**src/shared/lg_pkg.sv**
```systemverilog
// constants for the light grid configuration and status block
package lg_pkg;
    localparam int unsigned CLK_HZ = 40_000_000;
    localparam int unsigned TICK_PER_S = 1000;
    localparam int unsigned TICK_CYCLES = CLK_HZ / TICK_PER_S;
    localparam int unsigned TEST_HOLD_MS = 500;
    localparam int unsigned MUTE_LIMIT_MIN = 10;
    localparam int unsigned MUTE_LIMIT_MS = MUTE_LIMIT_MIN * 60 * 1000;
    localparam int unsigned BOOT_CYCLES = 3;
    localparam int unsigned TMR_W = 20;
    // switch positions, switch n sits at bit n-1
    localparam int unsigned SW_UNLIM_A = 0;
    localparam int unsigned SW_UNLIM_B = 4;
    localparam int unsigned SW_MUTE_A = 1;
    localparam int unsigned SW_MUTE_B = 5;
    localparam int unsigned SW_FB_A = 2;
    localparam int unsigned SW_FB_B = 6;
    localparam int unsigned SW_ILOCK_A = 3;
    localparam int unsigned SW_ILOCK_B = 7;
    // register offsets (byte addresses)
    localparam logic [7:0] OFS_STATUS = 8'h00;
    localparam logic [7:0] OFS_CTRL = 8'h04;
    localparam logic [7:0] OFS_IRQ_STAT = 8'h08;
    localparam logic [7:0] OFS_IRQ_MASK = 8'h0C;
    localparam logic [31:0] CTRL_RST = 32'h0000_0000;
    localparam logic [3:0] IRQ_MASK_RST = 4'h0;
    // status fields
    localparam int unsigned ST_OUTS_ON = 0;
    localparam int unsigned ST_ALIGN = 1;
    localparam int unsigned ST_MUTE = 2;
    localparam int unsigned ST_CFG_OK = 3;
    localparam int unsigned ST_MFAULT = 4;
    localparam int unsigned ST_TRIP = 5;
    localparam int unsigned ST_DIP = 8;
    // control fields
    localparam int unsigned CTRL_FORCE_SAFE = 0;
    // event bits
    localparam int unsigned EV_BREAK = 0;
    localparam int unsigned EV_TEST = 1;
    localparam int unsigned EV_MTO = 2;
    localparam int unsigned EV_FB = 3;
    localparam int unsigned EV_N = 4;
    typedef enum logic [1:0] {
        S_BOOT,
        S_ALIGN_HOLD,
        S_ALIGN,
        S_RUN
    } mode_e;
endpackage

```
**src/shared/tmr_if.sv**
```systemverilog
// carrier between the control logic and a tick-counting hold timer
`timescale 1ns/1ps
`default_nettype none
interface tmr_if #(parameter int unsigned W = 20);
    logic run;
    logic tick;
    logic [W-1:0] limit;
    logic done;
    modport owner (output run, output tick, output limit, input done);
    modport timer (input run, input tick, input limit, output done);
endinterface
`default_nettype wire

```
**src/design/hold_timer.sv**
```systemverilog
// counts ticks while run is high and holds done once the limit is reached
`timescale 1ns/1ps
`default_nettype none
module hold_timer #(
    parameter int unsigned W = 20
) (
    input wire logic clk_sys_i,
    input wire logic rst_b_i,
    tmr_if.timer t
);
    logic [W-1:0] cnt_q;
    logic done_q;

    // dropping run restarts the count, so only an unbroken interval counts
    always_ff @(posedge clk_sys_i or negedge rst_b_i) begin
        if (!rst_b_i) begin
            cnt_q <= '0;
        end else if (!t.run) begin
            cnt_q <= '0;
        end else if (t.tick && cnt_q != t.limit) begin
            cnt_q <= cnt_q + W'(1);
        end
    end

    always_ff @(posedge clk_sys_i or negedge rst_b_i) begin
        if (!rst_b_i) begin
            done_q <= 1'b0;
        end else begin
            done_q <= t.run && (cnt_q == t.limit);
        end
    end

    assign t.done = done_q;
endmodule
`default_nettype wire

```
**src/design/light_grid_config_and_status.sv**
```systemverilog
// configuration decode, alignment mode, indicators and safety outputs of the receiver
//
// Chosen here: the plain strobed port and the register offsets.
`timescale 1ns/1ps
`default_nettype none
module light_grid_config_and_status #(
    parameter int unsigned TICK_CYCLES = lg_pkg::TICK_CYCLES,
    parameter int unsigned TEST_HOLD_TICKS = lg_pkg::TEST_HOLD_MS,
    parameter int unsigned MUTE_LIMIT_TICKS = lg_pkg::MUTE_LIMIT_MS
) (
    input wire logic clk_sys_i,
    input wire logic rst_b_i,
    input wire logic [7:0] dip_on_i,
    input wire logic button_pressed_i,
    input wire logic upper_beam_ok_i,
    input wire logic lower_beam_ok_i,
    input wire logic field_clear_i,
    input wire logic muting_sensor_i,
    input wire logic muting_lamp_ok_i,
    input wire logic muting_wiring_ok_i,
    input wire logic feedback_closed_i,
    input wire logic [7:0] addr_i,
    input wire logic [31:0] wdata_i,
    input wire logic wr_i,
    input wire logic rd_i,
    output logic [31:0] rdata_o,
    output logic [1:0] safety_output_pair_o,
    output logic led_green_o,
    output logic led_red_o,
    output logic led_upper_o,
    output logic led_lower_o,
    output logic muting_active_o,
    output logic irq_o
);
    localparam int unsigned W = lg_pkg::TMR_W;
    localparam int unsigned NS = 16;

    if (TICK_CYCLES < 1 || TICK_CYCLES > (1 << W) || TEST_HOLD_TICKS < 1 || MUTE_LIMIT_TICKS < 1 ||
        MUTE_LIMIT_TICKS >= (1 << W) || TEST_HOLD_TICKS >= (1 << W)) begin : g_chk
        $error("light_grid_config_and_status: counts out of range");
    end

    // two-stage synchroniser for every pin
    logic [NS-1:0] pin_raw, sync1_q, sync2_q;
    assign pin_raw = {feedback_closed_i, muting_wiring_ok_i, muting_lamp_ok_i, muting_sensor_i,
                      field_clear_i, lower_beam_ok_i, upper_beam_ok_i, button_pressed_i, dip_on_i};
    always_ff @(posedge clk_sys_i or negedge rst_b_i) begin
        if (!rst_b_i) begin
            sync1_q <= '0;
            sync2_q <= '0;
        end else begin
            sync1_q <= pin_raw;
            sync2_q <= sync1_q;
        end
    end
    logic [7:0] dip;
    logic pressed, upper_s, lower_s, clear_s, msens_s, lamp_s, wiring_s, fb_s;
    assign {fb_s, wiring_s, lamp_s, msens_s, clear_s, lower_s, upper_s, pressed, dip} = sync2_q;

    // paired switch decode, function enabled when both switches are off
    logic mute_en, unlim, fb_en, ilock, cfg_ok;
    assign mute_en = !dip[lg_pkg::SW_MUTE_A] && !dip[lg_pkg::SW_MUTE_B];
    assign unlim = !dip[lg_pkg::SW_UNLIM_A] && !dip[lg_pkg::SW_UNLIM_B];
    assign fb_en = !dip[lg_pkg::SW_FB_A] && !dip[lg_pkg::SW_FB_B];
    assign ilock = !dip[lg_pkg::SW_ILOCK_A] && !dip[lg_pkg::SW_ILOCK_B];
    assign cfg_ok = dip[3:0] == dip[7:4];

    // millisecond tick
    logic [W-1:0] div_q;
    logic tick;
    assign tick = div_q == W'(TICK_CYCLES - 1);
    always_ff @(posedge clk_sys_i or negedge rst_b_i) begin
        if (!rst_b_i) begin
            div_q <= '0;
        end else begin
            div_q <= tick ? '0 : div_q + W'(1);
        end
    end

    // power-up mode; alignment is left only by reset
    lg_pkg::mode_e mode_q;
    logic [1:0] boot_q;
    always_ff @(posedge clk_sys_i or negedge rst_b_i) begin
        if (!rst_b_i) begin
            mode_q <= lg_pkg::S_BOOT;
            boot_q <= '0;
        end else begin
            unique case (mode_q)
                lg_pkg::S_BOOT: begin
                    // wait for the synchroniser to fill before the button is judged
                    if (boot_q == 2'(lg_pkg::BOOT_CYCLES - 1)) begin
                        mode_q <= pressed ? lg_pkg::S_ALIGN_HOLD : lg_pkg::S_RUN;
                    end
                    boot_q <= boot_q + 2'd1;
                end
                lg_pkg::S_ALIGN_HOLD: begin
                    if (!pressed) begin
                        mode_q <= lg_pkg::S_ALIGN;
                    end
                end
                lg_pkg::S_ALIGN: mode_q <= lg_pkg::S_ALIGN;
                lg_pkg::S_RUN: mode_q <= lg_pkg::S_RUN;
            endcase
        end
    end
    logic in_run, in_align;
    assign in_run = mode_q == lg_pkg::S_RUN;
    assign in_align = mode_q == lg_pkg::S_ALIGN || mode_q == lg_pkg::S_ALIGN_HOLD;

    // muting fault caught once, at the power-up decision
    logic mfault_q;
    always_ff @(posedge clk_sys_i or negedge rst_b_i) begin
        if (!rst_b_i) begin
            mfault_q <= 1'b0;
        end else if (mode_q == lg_pkg::S_BOOT && boot_q == 2'(lg_pkg::BOOT_CYCLES - 1)) begin
            mfault_q <= mute_en && (!lamp_s || !wiring_s || pressed);
        end
    end

    // timers for test press and muting duration
    tmr_if #(.W(W)) test_t ();
    tmr_if #(.W(W)) mute_t ();
    hold_timer #(.W(W)) u_test (.clk_sys_i(clk_sys_i), .rst_b_i(rst_b_i), .t(test_t));
    hold_timer #(.W(W)) u_mute (.clk_sys_i(clk_sys_i), .rst_b_i(rst_b_i), .t(mute_t));

    logic mute_req, muting, mute_expired;
    assign mute_req = in_run && mute_en && !mfault_q && msens_s;
    assign mute_expired = mute_t.done && !unlim;
    assign muting = mute_req && !mute_expired;
    assign mute_t.run = mute_req && !unlim;
    assign mute_t.tick = tick;
    assign mute_t.limit = W'(MUTE_LIMIT_TICKS);
    assign test_t.run = in_run && pressed;
    assign test_t.tick = tick;
    assign test_t.limit = W'(TEST_HOLD_TICKS);

    logic field_ok, pressed_q, rel_short, mto_q, test_q;
    assign field_ok = clear_s || muting;
    // a release counts as restart only if the press was short of a test
    assign rel_short = pressed_q && !pressed && !test_t.done;
    always_ff @(posedge clk_sys_i or negedge rst_b_i) begin
        if (!rst_b_i) begin
            pressed_q <= 1'b0;
            mto_q <= 1'b0;
            test_q <= 1'b0;
        end else begin
            pressed_q <= pressed;
            mto_q <= mute_expired;
            test_q <= test_t.done;
        end
    end
    logic test_trip;
    assign test_trip = test_t.done && !test_q;

    // latched trip; cleared by itself or by a short press under interlock
    logic trip_q, outs_on_q, fb_fault;
    always_ff @(posedge clk_sys_i or negedge rst_b_i) begin
        if (!rst_b_i) begin
            trip_q <= 1'b0;
        end else if ((in_run && !field_ok) || test_t.done) begin
            trip_q <= 1'b1;
        end else if (ilock ? rel_short : !pressed) begin
            trip_q <= 1'b0;
        end
    end

    logic [31:0] ctrl_q;
    logic may_on;
    assign may_on = in_run && cfg_ok && !mfault_q && !trip_q && field_ok &&
                    !test_t.done && !ctrl_q[lg_pkg::CTRL_FORCE_SAFE];
    // contactors must show released before the outputs are switched on
    assign fb_fault = may_on && !outs_on_q && fb_en && !fb_s;
    always_ff @(posedge clk_sys_i or negedge rst_b_i) begin
        if (!rst_b_i) begin
            outs_on_q <= 1'b0;
        end else begin
            outs_on_q <= may_on && !fb_fault;
        end
    end

    // indicators from flops
    logic green_q, red_q, up_q, low_q, mute_q;
    always_ff @(posedge clk_sys_i or negedge rst_b_i) begin
        if (!rst_b_i) begin
            green_q <= 1'b0;
            red_q <= 1'b1;
            up_q <= 1'b0;
            low_q <= 1'b0;
            mute_q <= 1'b0;
        end else if (in_align) begin
            up_q <= upper_s;
            low_q <= lower_s;
            green_q <= upper_s && lower_s && clear_s;
            red_q <= !(upper_s && lower_s && clear_s);
            mute_q <= 1'b0;
        end else begin
            up_q <= 1'b0;
            low_q <= 1'b0;
            green_q <= may_on && !fb_fault;
            red_q <= !(may_on && !fb_fault);
            mute_q <= muting;
        end
    end
    assign safety_output_pair_o = {outs_on_q, outs_on_q};
    assign led_green_o = green_q;
    assign led_red_o = red_q;
    assign led_upper_o = up_q;
    assign led_lower_o = low_q;
    assign muting_active_o = mute_q;

    // event flags, write one to clear, set wins
    logic [lg_pkg::EV_N-1:0] ev, irq_stat_q, irq_mask_q;
    logic field_ok_q;
    always_ff @(posedge clk_sys_i or negedge rst_b_i) begin
        if (!rst_b_i) begin
            field_ok_q <= 1'b1;
        end else begin
            field_ok_q <= field_ok;
        end
    end
    assign ev = {fb_fault && outs_on_q == 1'b0, mute_expired && !mto_q, test_trip,
                 in_run && field_ok_q && !field_ok};
    logic wr_stat, wr_ctrl, wr_mask;
    assign wr_stat = wr_i && addr_i == lg_pkg::OFS_IRQ_STAT;
    assign wr_ctrl = wr_i && addr_i == lg_pkg::OFS_CTRL;
    assign wr_mask = wr_i && addr_i == lg_pkg::OFS_IRQ_MASK;
    always_ff @(posedge clk_sys_i or negedge rst_b_i) begin
        if (!rst_b_i) begin
            irq_stat_q <= '0;
        end else begin
            irq_stat_q <= (irq_stat_q & ~(wr_stat ? wdata_i[lg_pkg::EV_N-1:0] : '0)) | ev;
        end
    end
    always_ff @(posedge clk_sys_i or negedge rst_b_i) begin
        if (!rst_b_i) begin
            irq_mask_q <= lg_pkg::IRQ_MASK_RST;
            ctrl_q <= lg_pkg::CTRL_RST;
        end else begin
            if (wr_mask) begin
                irq_mask_q <= wdata_i[lg_pkg::EV_N-1:0];
            end
            if (wr_ctrl) begin
                ctrl_q <= {31'h0000_0000, wdata_i[lg_pkg::CTRL_FORCE_SAFE]};
            end
        end
    end
    assign irq_o = |(irq_stat_q & irq_mask_q);

    logic [31:0] status;
    always_comb begin
        status = '0;
        status[lg_pkg::ST_OUTS_ON] = outs_on_q;
        status[lg_pkg::ST_ALIGN] = in_align;
        status[lg_pkg::ST_MUTE] = mute_q;
        status[lg_pkg::ST_CFG_OK] = cfg_ok;
        status[lg_pkg::ST_MFAULT] = mfault_q;
        status[lg_pkg::ST_TRIP] = trip_q;
        status[lg_pkg::ST_DIP +: 8] = dip;
    end
    // unmapped addresses read zero
    always_ff @(posedge clk_sys_i or negedge rst_b_i) begin
        if (!rst_b_i) begin
            rdata_o <= '0;
        end else if (rd_i) begin
            unique case (addr_i)
                lg_pkg::OFS_STATUS: rdata_o <= status;
                lg_pkg::OFS_CTRL: rdata_o <= ctrl_q;
                lg_pkg::OFS_IRQ_STAT: rdata_o <= {28'h000_0000, irq_stat_q};
                lg_pkg::OFS_IRQ_MASK: rdata_o <= {28'h000_0000, irq_mask_q};
                default: rdata_o <= '0;
            endcase
        end else begin
            rdata_o <= '0;
        end
    end
endmodule
`default_nettype wire

```
**config.mk**
```make
export PLATFORM = sky130hd
export DESIGN_NAME = light_grid_config_and_status
export DESIGN_NICKNAME = d
export VERILOG_FILES = /design/src/shared/lg_pkg.sv /design/src/shared/tmr_if.sv /design/src/design/hold_timer.sv /design/src/design/light_grid_config_and_status.sv
export SDC_FILE = /design/constraint.sdc
export NUM_CORES = 1
export LEC_CHECK = 0
export ABC_AREA = 1
export CORE_AREA = 2 2 120 122
export DETAILED_ROUTE_END_ITERATION = 6
export DIE_AREA = 0 0 122 124
export DONT_BUFFER_PORTS = 1
export SYNTH_ARGS = -nofsm -noshare
export SYNTH_HDL_FRONTEND = slang
export SYNTH_SLANG_ARGS = --single-unit
```
**constraint.sdc**
```tcl
create_clock -name clk_sys_i -period 1.7 [get_ports clk_sys_i]
set_input_delay 0.425 -clock clk_sys_i [delete_from_list [all_inputs] [get_ports clk_sys_i]]
set_output_delay 0.425 -clock clk_sys_i [all_outputs]
set_load 0.005 [all_outputs]
```
==> impl_metrics.yaml <==
route:
  drt_iter0_drc: 394
  wl_per_cell_microns: 13.2
  post_drt_via_cell_ratio: 4.93
  drc: 0
  num_vias: 5331
  drtAntennaViolNets: 0
  drtPass1Iterations: 5
  routed_wl_mm: 14.3
sta:
  max_freq_mhz: 624
  hold_violations: 133
  setup_viol: 0
  rsz0062_at_grt: "yes"
  fin_crit_sh: 0.942
  holdWs_ps: -300
  final.min_clock_period_ps: 1600
  finalClockSkew_ps: 6.38
  setup_tns_ps: 0
  drv_slew: 0
layout:
  final_common_cell: "nand2_1"
  area_growth_pct: 15.3
  final_layout_size_suffix_gt1_frac: 0.132
  fin_nets: 962
  n_antenna_cell: 0
  fin_area_sq_um: 7840
  final_cell_mix: "nand2_1, dfrtp_1, inv_1, nor2_1, nand3_1"
setup_path:
  critPathMaxFanout: 4
  arrival_ps: 1900
  critPathKind: "register to register"
  cp-start-kind: "register"
  crit_required_ps: 2000
  slowest_stage: "dfrtp_1"
  slowest_delay_ps: 400
  cp-end-kind: "register"
  cp_cell_sequence: "ha_4 > buf_4 > nand4_1 > nor2_1 > buf_4 > nand2_1 > nor2_1 > nand2_1 > and3_1"
yosys:
  synth_xor_area_frac: 0.0399
  synth_fa_ha_area_frac: 0.0239
  yosys_warnings: 0
  synth_area_per_cell_sq_um: 8.09
  synth_top_family_by_area: "simple AND/OR/NAND/NOR gates"
  syn_inst: 841
  synth-async-reset-ratio: 1.00
  synthMuxAreaShare: 0
  synth_cell_types: 40
  synth-compound-area-share: 0.0364
  synth-simple-area-share: 0.314
  synth_edf_count: 0
  ys_seq_elements: 133
  synthFlopType: "dfrtp_1"
  seq_area_frac_synth: 0.490
  netlist_area_sq_um: 6800
clock_network:
  clock_sinks: 133
  clk_latency_ps: 420
  clockRootBuffer: "clkbuf_16"
  clk_path_buf_depth: 2
  clk_pin_slew_ps: 60
  numCtsBuffers: 17
  tritoncts: "yes"
  htree_levels: 4
placement:
  gp_congestion: 0.909
  port_buffers: 0
  dpl_cell_area_sq_um: 7170
  dpl.hpwl_mm: 10.2
die:
  start_util: 0.496
  num_rows: 43
  design.core.area_sq_um: 13700
  die_area_sq_um: 15100
  die_h_microns: 124
  num_io_pins: 100
  die_x_microns: 122
global_route:
  grt_max_degree: 134
  antenna_found_initial: 0
  grt_usage: 0.201
  grt_pass1_wl_mm: 23.9
  grt_overflow_total: 0
  grt_pass1_vias: 5117
job:
  cap_violations: 0
pwr:
  finalPower_w: 0.00701
  leakagePower_nw: 3.94
  peakVddDrop_uv: 799
  power_density_nw_per_um2: 894
min_path:
  hold_path_class: "input port to asynchronous set/reset pin"
status:
  outcome: "finished with violations"
  violations: "negative hold slack"
[layout make-up]
cell class | instances | area [sq um]
Clock buffer | 25 | 495
Clock inverter | 7 | 71.3
Fill cell | 1241 | 5880
Inverter | 108 | 407
Multi-Input combinational cell | 587 | 2940
Sequential cell | 133 | 3330
Tap cell | 180 | 225
Timing Repair Buffer | 42 | 373
[synthesized netlist by cell type, types with 2 or more instances]
| cell | n | share of area |
|---|---|---|
| a21oi_1 | 3 | 0.0022 |
| and3_1 | 2 | 0.0018 |
| buf_2 | 2 | 0.0015 |
| buf_4 | 20 | 0.022 |
| buf_6 | 5 | 0.0083 |
| dfrtp_1 | 131 | 0.48 |
| dfstp_2 | 2 | 0.0077 |
| ha_1 | 13 | 0.024 |
| inv_1 | 106 | 0.059 |
| nand2_1 | 245 | 0.14 |
| nand2_2 | 7 | 0.0064 |
| nand3_1 | 69 | 0.051 |
| nand3b_1 | 7 | 0.0077 |
| nand4_1 | 20 | 0.018 |
| nor2_1 | 108 | 0.060 |
| nor2_2 | 3 | 0.0028 |
| nor2_4 | 7 | 0.012 |
| nor3_1 | 10 | 0.0074 |
| o21ai_0 | 22 | 0.016 |
| o21ai_2 | 7 | 0.0090 |
| o21bai_1 | 3 | 0.0033 |
| or2_2 | 2 | 0.0018 |
| xnor2_1 | 2 | 0.0026 |
| xor2_1 | 29 | 0.037 |
[sequential cells by signal, indices dropped and copies added, names as in the netlist, 2 cells and up]
signal and flops:
div_q 20, u_mute.cnt_q 20, u_test.cnt_q 20, sync1_q 16, sync2_q 16, rdata_o 14, irq_mask_q 4, irq_stat_q 4
boot_q 2, mode_q 2
[cells by family (layout without fill, tap and decap cells)]
kind of cell,after synthesis,count (layout)
buf+inv,138,182
xor+xnor,31,31
flops,133,133
fa+ha+maj,13,13
compound gates,40,40
simple gates,485,485
other cells,1,18
[worst max-delay path, delay by kind of cell, from the launching register on]
| family | cells | cell delay, ps |
|---|---|---|
| AND/OR/NAND/NOR | 6 | 660 |
| flip-flops | 1 | 400 |
| buffers and inverters | 2 | 260 |
| adder cells (fa/ha/maj) | 1 | 170 |
[routing by layer]
metal  wire [microns]  vias to the layer above  global-route usage
li1                 -                     2688                   -
met5                0                        -                   0
met2             6790                       94               0.330
met3              506                       17              0.0453
met1             6770                     2532               0.265
met4              214                        0              0.0704
[report_power, final]
part,switching (W),total (W),internal [W]
logic,0.000156,0.000242,0.0000859
registers,0.0000347,0.00328,0.00324
clock network,0.00133,0.00349,0.00216
total,0.00152,0.00701,0.00549
[metrics by stage]
stage | std cells | setup slack (ps) | util
floorplan | 858 | 114 | -
global placement | 1045 | 33.0 | 0.523
detailed placement | 1045 | -17.2 | 0.523
CTS | 1077 | 21.8 | 0.565
global route | 1082 | -36.2 | 0.572
finish | 1082 | 97.8 | 0.572
[path summary, 6_finish.rpt]
path | start | end | slack (ps) | cells after the start
min in group clk_sys_i | dip_on_i[3] | sync1_q[3] | 30 | 0
min | rst_b_i | u_mute.cnt_q[9] | -300 | 0
max reg2reg | div_q[0] | div_q[12] | 100 | 9
min reg2reg | sync1_q[13] | sync2_q[13] | 350 | 0
max in group asynchronous | rst_b_i | led_red_o | 1720 | 0
max | div_q[0] | div_q[12] | 100 | 9
[repair_timing]
action | in CTS | in global routing
resized for setup | 2 | 17
pin swaps | 0 | 10
hold endpoints to repair | 133 | 133
buffers inserted | 0 | 5
setup endpoints to repair | 3 | 43
No activity file was read; power rests on OpenSTA's default activity.
